`src/rtl/bst_map.vh`:
```
`ifndef BST_MAP_VH
`define BST_MAP_VH
// register byte offsets on the command bus
`define BST_OFS_CTRL      8'h00
`define BST_OFS_REPORT    8'h04
`define BST_OFS_STATUS    8'h08
`define BST_OFS_LAMP      8'h0C
`define BST_OFS_IRQ_STAT  8'h10
`define BST_OFS_IRQ_MASK  8'h14
`define BST_OFS_PLAN      8'h18
// control register fields
`define BST_CTRL_START    0
`define BST_CTRL_CSUM_OK  1
// report fields, also the layout of the accumulated fault word
`define BST_RPT_BUS       0
`define BST_RPT_PAL       1
`define BST_RPT_FMC       2
`define BST_RPT_HIF       3
// event bits of the interrupt status and mask registers
`define BST_EV_MOD_DONE   0
`define BST_EV_FINISH     1
`define BST_EV_CSUM_FAIL  2
`define BST_EV_BUS_FAULT  3
// reset values
`define BST_CTRL_RST      1'b0
`define BST_MASK_RST      4'h0
`define BST_LAMP_RST      8'h00
// test module numbers
`define BST_MOD_INIT      3'h1
`define BST_MOD_FMC       3'h2
`define BST_MOD_PAL_ALU   3'h3
`define BST_MOD_PAL_MEM   3'h4
`define BST_MOD_MOVER     3'h5
`define BST_MOD_LAST      3'h6
// per-module item counts
`define BST_ITEMS_FMC     3'h3
`define BST_ITEMS_MOVER   3'h7
`define BST_ITEMS_ONE     3'h1
// console message codes
`define BST_MSG_NONE      4'h0
`define BST_MSG_BUS       4'h1
`define BST_MSG_HIF       4'h2
`define BST_MSG_FMC_RW    4'h3
`define BST_MSG_FMC_MOVE  4'h4
`define BST_MSG_PAL_MEM   4'h5
`define BST_MSG_PAL_ALU   4'h6
`define BST_MSG_PAL_RW    4'h7
`define BST_MSG_NOT_FUNC  4'h8
`define BST_MSG_FUNC      4'h9
// bus responses
`define BST_RESP_OKAY     2'h0
`define BST_RESP_SLVERR   2'h2
`endif

```
`src/rtl/bst_selftest_ctrl.v`:
```
// Summary of operation
// - Bad checksum: test never starts, no lamp write, lamps stay lit.
// - Lamps 1, 2, 3 carry the running module number in binary.
// - Modules run in order 1 to 6; module 6 only reports.
// - On a hang the lamps keep the stalled module's number.
// - After module 6 the lamps show only fault flags; clean unit all off.
// - Lamp 4 lights on any bus error or trap during testing.
// - Lamp 5 is reserved; no lamp write ever lights it, only power-on does.
// - Lamps 6, 7, 8 flag palette, frame controller, interface faults.
// - Each failure gives a console message code and a lamp state.
// - Final module reports functional or not functional.
// - Bus faults during testing are caught and recorded, never fatal.
// - Overlay memory is exercised with byte, word and long word widths.
// - Slow moves use rules 00,33,66,CC,FF; fast moves 00 and FF only.
`timescale 1ns/10ps
`default_nettype none
`include "bst_map.vh"
module bst_selftest_ctrl (
	input  wire        clock,
	input  wire        rst,
	input  wire [7:0]  s_awaddr,
	input  wire        s_awvalid,
	output wire        s_awready,
	input  wire [31:0] s_wdata,
	input  wire [3:0]  s_wstrb,
	input  wire        s_wvalid,
	output wire        s_wready,
	output wire [1:0]  s_bresp,
	output wire        s_bvalid,
	input  wire        s_bready,
	input  wire [7:0]  s_araddr,
	input  wire        s_arvalid,
	output wire        s_arready,
	output wire [31:0] s_rdata,
	output wire [1:0]  s_rresp,
	output wire        s_rvalid,
	input  wire        s_rready,
	input  wire        dev_bus_fault,
	output reg         lamp_we,
	output reg  [7:0]  lamp_wdata,
	output reg         irq
);
	localparam ST_IDLE  = 3'h0;
	localparam ST_RUN   = 3'h1;
	localparam ST_FINAL = 3'h2;
	localparam ST_DONE  = 3'h3;
	localparam ST_ABORT = 3'h4;

	reg  [2:0]  state_r;
	reg  [2:0]  mod_r;
	reg  [2:0]  item_r;
	reg  [3:0]  faults_r;
	reg  [3:0]  msg_r;
	reg         csum_ok_r;
	reg         func_r;
	reg         nfunc_r;
	reg  [3:0]  mask_r;
	reg  [3:0]  ev_r;
	reg  [7:0]  lamp_r;
	reg  [31:0] rd_data;
	reg  [3:0]  ev_set;
	reg  [3:0]  faults_nxt;
	wire        wr_stb;
	wire [7:0]  wr_addr;
	wire [31:0] wr_data;
	wire        start;
	wire        report;
	wire        fault_in;
	wire [3:0]  rpt;
	wire        last_item;
	wire        csum_now;

	bst_axil_slave u_bus (
		.clock     (clock),
		.rst       (rst),
		.s_awaddr  (s_awaddr),
		.s_awvalid (s_awvalid),
		.s_awready (s_awready),
		.s_wdata   (s_wdata),
		.s_wstrb   (s_wstrb),
		.s_wvalid  (s_wvalid),
		.s_wready  (s_wready),
		.s_bresp   (s_bresp),
		.s_bvalid  (s_bvalid),
		.s_bready  (s_bready),
		.s_araddr  (s_araddr),
		.s_arvalid (s_arvalid),
		.s_arready (s_arready),
		.s_rdata   (s_rdata),
		.s_rresp   (s_rresp),
		.s_rvalid  (s_rvalid),
		.s_rready  (s_rready),
		.rd_data   (rd_data),
		.wr_stb    (wr_stb),
		.wr_addr   (wr_addr),
		.wr_data   (wr_data)
	);

	// lamp word: interface, frame ctrl, palette, reserved, bus error, module
	function [7:0] lamp_word;
		input [2:0] m;
		input [3:0] f;
		begin
			lamp_word = {f[`BST_RPT_HIF], f[`BST_RPT_FMC], f[`BST_RPT_PAL],
				1'b0,
				f[`BST_RPT_BUS],
				m};
		end
	endfunction

	// modules 1, 3 and 4 each count as a single item
	function [2:0] item_count;
		input [2:0] m;
		begin
			if (m == `BST_MOD_FMC)
				item_count = `BST_ITEMS_FMC;
			else if (m == `BST_MOD_MOVER)
				item_count = `BST_ITEMS_MOVER;
			else
				item_count = `BST_ITEMS_ONE;
		end
	endfunction

	// plan word: bit 8 marks a fast move, low byte is access width or rule code
	function [8:0] plan_word;
		input [2:0] m;
		input [2:0] i;
		begin
			plan_word = 9'h000;
			if (m == `BST_MOD_FMC) begin
				case (i)
					3'h0: plan_word = 9'h001;
					3'h1: plan_word = 9'h002;
					default: plan_word = 9'h004;
				endcase
			end else if (m == `BST_MOD_MOVER) begin
				case (i)
					3'h0: plan_word = 9'h000;
					3'h1: plan_word = 9'h033;
					3'h2: plan_word = 9'h066;
					3'h3: plan_word = 9'h0CC;
					3'h4: plan_word = 9'h0FF;
					3'h5: plan_word = 9'h100;
					default: plan_word = 9'h1FF;
				endcase
			end
		end
	endfunction

	// bus error outranks unit faults; one code per report
	function [3:0] msg_of;
		input [2:0] m;
		input [3:0] f;
		begin
			if (f[`BST_RPT_BUS])
				msg_of = `BST_MSG_BUS;
			else if (f[`BST_RPT_HIF])
				msg_of = `BST_MSG_HIF;
			else if (f[`BST_RPT_FMC])
				msg_of = (m == `BST_MOD_MOVER) ? `BST_MSG_FMC_MOVE : `BST_MSG_FMC_RW;
			else if (f[`BST_RPT_PAL] && m == `BST_MOD_PAL_MEM)
				msg_of = `BST_MSG_PAL_MEM;
			else if (f[`BST_RPT_PAL] && m == `BST_MOD_PAL_ALU)
				msg_of = `BST_MSG_PAL_ALU;
			else if (f[`BST_RPT_PAL])
				msg_of = `BST_MSG_PAL_RW;
			else
				msg_of = `BST_MSG_NONE;
		end
	endfunction

	assign start     = wr_stb && (wr_addr == `BST_OFS_CTRL) && wr_data[`BST_CTRL_START];
	assign report    = wr_stb && (wr_addr == `BST_OFS_REPORT) && (state_r == ST_RUN);
	// faults outside a run belong to no module and are dropped
	assign fault_in  = dev_bus_fault && (state_r == ST_RUN);
	// the checksum flag written with START decides, so one word arms and starts
	assign csum_now  = wr_data[`BST_CTRL_CSUM_OK];
	assign rpt       = report ? wr_data[3:0] : 4'h0;
	assign last_item = (item_r + 3'h1) >= item_count(mod_r);

	always @* begin
		faults_nxt = faults_r | rpt | {3'h0, fault_in};
		ev_set = 4'h0;
		ev_set[`BST_EV_MOD_DONE]  = report && last_item;
		ev_set[`BST_EV_FINISH]    = (state_r == ST_FINAL);
		ev_set[`BST_EV_CSUM_FAIL] = start && !csum_now && (state_r != ST_RUN);
		ev_set[`BST_EV_BUS_FAULT] = fault_in;
	end

	always @(posedge clock) begin
		if (rst) begin
			// no lamp write here: lamps keep what they show across this reset
			state_r    <= ST_IDLE;
			mod_r      <= 3'h0;
			item_r     <= 3'h0;
			faults_r   <= 4'h0;
			msg_r      <= `BST_MSG_NONE;
			csum_ok_r  <= `BST_CTRL_RST;
			func_r     <= 1'b0;
			nfunc_r    <= 1'b0;
			mask_r     <= `BST_MASK_RST;
			ev_r       <= 4'h0;
			lamp_r     <= `BST_LAMP_RST;
			lamp_we    <= 1'b0;
			lamp_wdata <= `BST_LAMP_RST;
			irq        <= 1'b0;
		end else begin
			lamp_we <= 1'b0;
			if (wr_stb && wr_addr == `BST_OFS_CTRL)
				csum_ok_r <= wr_data[`BST_CTRL_CSUM_OK];
			if (wr_stb && wr_addr == `BST_OFS_IRQ_MASK)
				mask_r <= wr_data[3:0];
			// a set in the same cycle as its clear wins
			if (wr_stb && wr_addr == `BST_OFS_IRQ_STAT)
				ev_r <= (ev_r & ~wr_data[3:0]) | ev_set;
			else
				ev_r <= ev_r | ev_set;
			// one cycle behind the status bits so irq leaves a flop
			irq <= |(ev_r & mask_r);
			case (state_r)
				ST_RUN: begin
					faults_r <= faults_nxt;
					if (msg_of(mod_r, rpt | {3'h0, fault_in}) != `BST_MSG_NONE)
						msg_r <= msg_of(mod_r, rpt | {3'h0, fault_in});
					if (report && !last_item) begin
						item_r <= item_r + 3'h1;
					end else if (report) begin
						item_r <= 3'h0;
						mod_r  <= mod_r + 3'h1;
						if (mod_r == `BST_MOD_MOVER)
							state_r <= ST_FINAL;
					end
					// module number, plus the bus error lamp once it is seen
					if ((report && last_item) ||
						(faults_nxt[`BST_RPT_BUS] && !faults_r[`BST_RPT_BUS])) begin
						lamp_we    <= 1'b1;
						lamp_wdata <= lamp_word(report && last_item ?
							mod_r + 3'h1 : mod_r, {3'h0, faults_nxt[`BST_RPT_BUS]});
						lamp_r     <= lamp_word(report && last_item ?
							mod_r + 3'h1 : mod_r, {3'h0, faults_nxt[`BST_RPT_BUS]});
					end
				end
				ST_FINAL: begin
					lamp_we    <= 1'b1;
					lamp_wdata <= lamp_word(3'h0, faults_r);
					lamp_r     <= lamp_word(3'h0, faults_r);
					func_r     <= (faults_r == 4'h0);
					nfunc_r    <= (faults_r != 4'h0);
					msg_r      <= (faults_r == 4'h0) ? `BST_MSG_FUNC : `BST_MSG_NOT_FUNC;
					state_r    <= ST_DONE;
				end
				ST_IDLE, ST_DONE, ST_ABORT: begin
					// abort writes nothing, so the power-on lamps stay lit
					if (start && !csum_now) begin
						state_r <= ST_ABORT;
					end else if (start) begin
						state_r    <= ST_RUN;
						mod_r      <= `BST_MOD_INIT;
						item_r     <= 3'h0;
						faults_r   <= 4'h0;
						msg_r      <= `BST_MSG_NONE;
						func_r     <= 1'b0;
						nfunc_r    <= 1'b0;
						lamp_we    <= 1'b1;
						lamp_wdata <= lamp_word(`BST_MOD_INIT, 4'h0);
						lamp_r     <= lamp_word(`BST_MOD_INIT, 4'h0);
					end
				end
				// codes 5 to 7 are never entered; fall back to idle if upset
				default:
					state_r <= ST_IDLE;
			endcase
			// no timeout: a stalled module leaves its number on the lamps
		end
	end

	always @* begin
		if (s_araddr == `BST_OFS_CTRL)
			rd_data = {30'h0, csum_ok_r, 1'b0};
		else if (s_araddr == `BST_OFS_STATUS)
			rd_data = {16'h0, msg_r, faults_r, nfunc_r, func_r, state_r, mod_r};
		else if (s_araddr == `BST_OFS_LAMP)
			rd_data = {24'h0, lamp_r};
		else if (s_araddr == `BST_OFS_IRQ_STAT)
			rd_data = {28'h0, ev_r};
		else if (s_araddr == `BST_OFS_IRQ_MASK)
			rd_data = {28'h0, mask_r};
		else if (s_araddr == `BST_OFS_PLAN)
			rd_data = {20'h0, item_r, plan_word(mod_r, item_r)};
		else
			rd_data = 32'h00000000;
	end
endmodule
`default_nettype wire

```
`src/rtl/bst_axil_slave.v`:
```
`timescale 1ns/10ps
`default_nettype none
`include "bst_map.vh"
module bst_axil_slave (
	input  wire        clock,
	input  wire        rst,
	input  wire [7:0]  s_awaddr,
	input  wire        s_awvalid,
	output wire        s_awready,
	input  wire [31:0] s_wdata,
	input  wire [3:0]  s_wstrb,
	input  wire        s_wvalid,
	output wire        s_wready,
	output wire [1:0]  s_bresp,
	output wire        s_bvalid,
	input  wire        s_bready,
	input  wire [7:0]  s_araddr,
	input  wire        s_arvalid,
	output wire        s_arready,
	output wire [31:0] s_rdata,
	output wire [1:0]  s_rresp,
	output wire        s_rvalid,
	input  wire        s_rready,
	input  wire [31:0] rd_data,
	output wire        wr_stb,
	output wire [7:0]  wr_addr,
	output wire [31:0] wr_data
);
	reg        awready_r;
	reg        wready_r;
	reg        bvalid_r;
	reg        arready_r;
	reg        rvalid_r;
	reg        aw_got_r;
	reg        w_got_r;
	reg        strb0_r;
	reg [7:0]  awaddr_r;
	reg [31:0] wdata_r;
	reg [31:0] rdata_r;
	reg [1:0]  bresp_r;
	reg [1:0]  rresp_r;
	wire       wr_go;

	function mapped;
		input [7:0] a;
		begin
			mapped = (a == `BST_OFS_CTRL) || (a == `BST_OFS_REPORT) ||
				(a == `BST_OFS_STATUS) || (a == `BST_OFS_LAMP) ||
				(a == `BST_OFS_IRQ_STAT) || (a == `BST_OFS_IRQ_MASK) ||
				(a == `BST_OFS_PLAN);
		end
	endfunction

	assign wr_go     = aw_got_r & w_got_r & ~bvalid_r;
	// every field sits in byte lane 0, so only that lane's strobe matters
	assign wr_stb    = wr_go & strb0_r & mapped(awaddr_r);
	assign wr_addr   = awaddr_r;
	assign wr_data   = wdata_r;
	assign s_awready = awready_r;
	assign s_wready  = wready_r;
	assign s_bvalid  = bvalid_r;
	assign s_bresp   = bresp_r;
	assign s_arready = arready_r;
	assign s_rvalid  = rvalid_r;
	assign s_rdata   = rdata_r;
	assign s_rresp   = rresp_r;

	always @(posedge clock) begin
		if (rst) begin
			awready_r <= 1'b1;
			wready_r  <= 1'b1;
			arready_r <= 1'b1;
			bvalid_r  <= 1'b0;
			rvalid_r  <= 1'b0;
			aw_got_r  <= 1'b0;
			w_got_r   <= 1'b0;
			strb0_r   <= 1'b0;
			awaddr_r  <= 8'h00;
			wdata_r   <= 32'h00000000;
			rdata_r   <= 32'h00000000;
			bresp_r   <= `BST_RESP_OKAY;
			rresp_r   <= `BST_RESP_OKAY;
		end else begin
			if (s_awvalid && awready_r) begin
				awaddr_r  <= s_awaddr;
				aw_got_r  <= 1'b1;
				awready_r <= 1'b0;
			end
			if (s_wvalid && wready_r) begin
				wdata_r  <= s_wdata;
				strb0_r  <= s_wstrb[0];
				w_got_r  <= 1'b1;
				wready_r <= 1'b0;
			end
			if (wr_go) begin
				bvalid_r <= 1'b1;
				bresp_r  <= mapped(awaddr_r) ? `BST_RESP_OKAY : `BST_RESP_SLVERR;
			end
			if (bvalid_r && s_bready) begin
				bvalid_r  <= 1'b0;
				aw_got_r  <= 1'b0;
				w_got_r   <= 1'b0;
				awready_r <= 1'b1;
				wready_r  <= 1'b1;
			end
			if (s_arvalid && arready_r) begin
				arready_r <= 1'b0;
				rvalid_r  <= 1'b1;
				rdata_r   <= mapped(s_araddr) ? rd_data : 32'h00000000;
				rresp_r   <= mapped(s_araddr) ? `BST_RESP_OKAY : `BST_RESP_SLVERR;
			end
			if (rvalid_r && s_rready) begin
				rvalid_r  <= 1'b0;
				arready_r <= 1'b1;
			end
		end
	end
endmodule
`default_nettype wire

```
`config.mk`:
```
export PLATFORM = sky130hd
export DESIGN_NAME = bst_selftest_ctrl
export DESIGN_NICKNAME = d
export VERILOG_FILES = /design/src/rtl/bst_selftest_ctrl.v /design/src/rtl/bst_axil_slave.v
export VERILOG_INCLUDE_DIRS = /design/src /design/src/rtl
export SDC_FILE = /design/constraint.sdc
export NUM_CORES = 1
export LEC_CHECK = 0
export ABC_CLOCK_PERIOD_IN_PS = 2670
export BUFFER_PORTS_ARGS = -buffer_cell sky130_fd_sc_hd__buf_2
export CAP_MARGIN = 0
export CORE_MARGIN = 2
export CORE_UTILIZATION = 30
export DETAILED_ROUTE_END_ITERATION = 8
export GPL_ROUTABILITY_DRIVEN = 0
export GPL_TIMING_DRIVEN = 0
export PLACE_DENSITY = 0.62
export SYNTH_ARGS = -nofsm -noshare
export SYNTH_HDL_FRONTEND = slang
export SYNTH_HIERARCHICAL = 1
export SYNTH_SLANG_ARGS = --single-unit
```
`constraint.sdc`:
```
create_clock -name clock -period 2.67 [get_ports clock]
set_input_delay 0.534 -clock clock [delete_from_list [all_inputs] [get_ports clock]]
set_output_delay 0.534 -clock clock [all_outputs]
set_load 0.02 [all_outputs]
```
==> impl_metrics.env <==
export IMPL_grt_pass1_wl_um=21600
export IMPL_cap_violations=0
export IMPL_max_vdd_ir_drop_uv=442
export IMPL_drt_wl_total_um=13600
export IMPL_max_clock_path_buffers=2
export IMPL_hold_class="in -> reg"
export IMPL_multi_input_area_sq_mm=0.00260
export IMPL_regArea_sq_mm=0.00183
export IMPL_dp_final_hpwl_um=10000
export IMPL_drive_above_1_share_pct=23.6
export IMPL_cts_tree="done"
export IMPL_min_period_ps=2630
export IMPL_grt_max_degree=17
export IMPL_arrival_ps=2880
export IMPL_slew_headroom_pct=59.8
export IMPL_grt_usage_pct=16.7
export IMPL_rsz0062_at_grt="yes"
export IMPL_power_total_mw=2.96
export IMPL_cts_hold_buf=0
export IMPL_crit_top_cell="buf_6"
export IMPL_post_drt_wl_per_cell_um=15.3
export IMPL_synthCells=577
export IMPL_final_max_slew_viol_count=0
export IMPL_outcome="finished clean"
export IMPL_slowest_stage="or4_4"
export IMPL_io_pins=111
export IMPL_critPathRequiredTime_ps=2920
export IMPL_instances_no_fill=886
export IMPL_cp_start_kind="flip-flop"
export IMPL_rows=45
export IMPL_layout_commonest_cell="dfxtp_1"
export IMPL_antenna_found_initial=0
export IMPL_tightest_slew_ps=602
export IMPL_drtIter0Drc=413
export IMPL_firstDrtPassIters=5
export IMPL_power_per_cell_area_mw_per_mm2=501
export IMPL_setup_tns_final_ps=0
export IMPL_numCtsBuffers=9
export IMPL_num_vias=4548
export IMPL_final_util_pct=39.1
export IMPL_clock_skew_final_ps=10.6
export IMPL_finalSetupViolCount=0
export IMPL_syn_area_per_cell_sq_um=7.97
export IMPL_clock_sinks=91
export IMPL_core_sq_mm=0.0151
export IMPL_end_kind="flip-flop"
export IMPL_start_util_pct=30.5
export IMPL_fin_nets=765
export IMPL_syn2layout_area_growth_pct=28.4
export IMPL_antenna_left=0
export IMPL_clkLatencyLatePin_ps=360
export IMPL_finalHoldViolCount=0
export IMPL_finalHoldWorstSlack_ps=388
export IMPL_r2r_slack_ps=40
export IMPL_cts_root_buffer="clkbuf_16"
export IMPL_yosysWarnings=6
export IMPL_post_route_period_util_pct=98.3
export IMPL_path_class="reg -> reg"
export IMPL_htreeDepth=3
export IMPL_fp_dieW_um=128
export IMPL_syn_cell_area_sq_mm=0.00460
export IMPL_path_max_fanout=6
export IMPL_dp_cells=858
export IMPL_crit_chain="or4_4 -> nor4_4 -> and2_1 -> nor4b_4 -> buf_6 -> nand3_4 -> nor3_4 -> buf_6 -> mux2i_2 -> nor3_2 -> a31o_2"
export IMPL_clock_fmax_mhz=381
export IMPL_vias_per_cell=5.13
export IMPL_p_leak_nw=2.27
export IMPL_clk_pin_slew_worst_paths_ps=70
export IMPL_n_fill_cell=1584
export IMPL_grt_pass1_vias=4218
export IMPL_final_cell_mix="85 x dfxtp_1, 82 x buf_2, 73 x nand2_1, 62 x inv_1, 44 x nor2_1"
export IMPL_diodes=0
export IMPL_cpPeakStageDelay_ps=540
export IMPL_grt_overflow_total=0
export IMPL_drc_errors=0
export IMPL_dieArea_sq_mm=0.0163
export IMPL_io_buffer_count=76
export IMPL_chipHeight_um=128
-- critical path: cells and delay by family (launching register included) --
family,cells,cell delay (ps)
DFF,1,350
and+or+nand+nor,7,1410
buffers and inverters,2,320
muxes,1,240
AOI/OAI and AO/OA,1,210
-- power by group --
group / internal, mW / total [mW] / switching (mW)
logic: 0.0779 / 0.233 / 0.155
clock network: 0.760 / 1.32 / 0.560
registers: 1.38 / 1.41 / 0.0303
-- registers in the layout (all words and copies together), names as in the netlist, 3 cells and up --
register and cells:
ev_r 4, faults_r 4, lamp_r 7, state_r 3, u_bus/wr_addr 8, u_bus/s_rdata 32
msg_r 4, mask_r 4, mod_r 3, u_bus/wr_data 4, item_r 3
-- per-stage QoR --
step	setup slack, ps	area (sq um)
6_report	44.6	5910
5_1_grt	-67.8	5910
4_1_cts	18.4	5750
3_5_place_dp	-383	5280
3_3_place_gp	-388	5280
2_1_floorplan	23.3	4660
-- worst paths after layout --
check | cells past startpoint | from | end
worst min-delay path | 2 | s_wvalid | u_bus/s_wready
worst max register to register | 11 | u_bus/wr_addr[0] | lamp_r[1]
worst min register to register | 2 | u_bus/s_rdata[8] | u_bus/s_rdata[8]
worst max-delay path | 11 | u_bus/wr_addr[0] | lamp_r[1]
-- per-layer routing --
| layer | GRT usage, % | vias to the layer above | part of all wire, % |
|---|---|---|---|
| li1 | - | 2258 | - |
| met5 | 0 | - | 0 |
| met4 | 4.01 | 0 | 1.7 |
| met2 | 26.6 | 182 | 45 |
| met1 | 22.3 | 2089 | 45 |
| met3 | 4.92 | 19 | 8.1 |
-- layout make-up --
| cell class | count | share of cell area (%) |
|---|---|---|
| clock buffers | 10 | 4.05 |
| plain buffers | 42 | 3.33 |
| well taps | 188 | 3.98 |
| clock inverters | 6 | 1.21 |
| multi-input cells | 399 | 44.1 |
| flip-flops and latches | 91 | 31.1 |
| repair buffers | 88 | 8.37 |
| inverters | 62 | 3.94 |
-- timing repair --
item,in CTS,in global routing
resized for setup,20,32
setup endpoints to repair,29,24
buffers inserted,7,3
pin swaps,6,6
gates cloned,1,1
(Power assumes the default switching activity.)
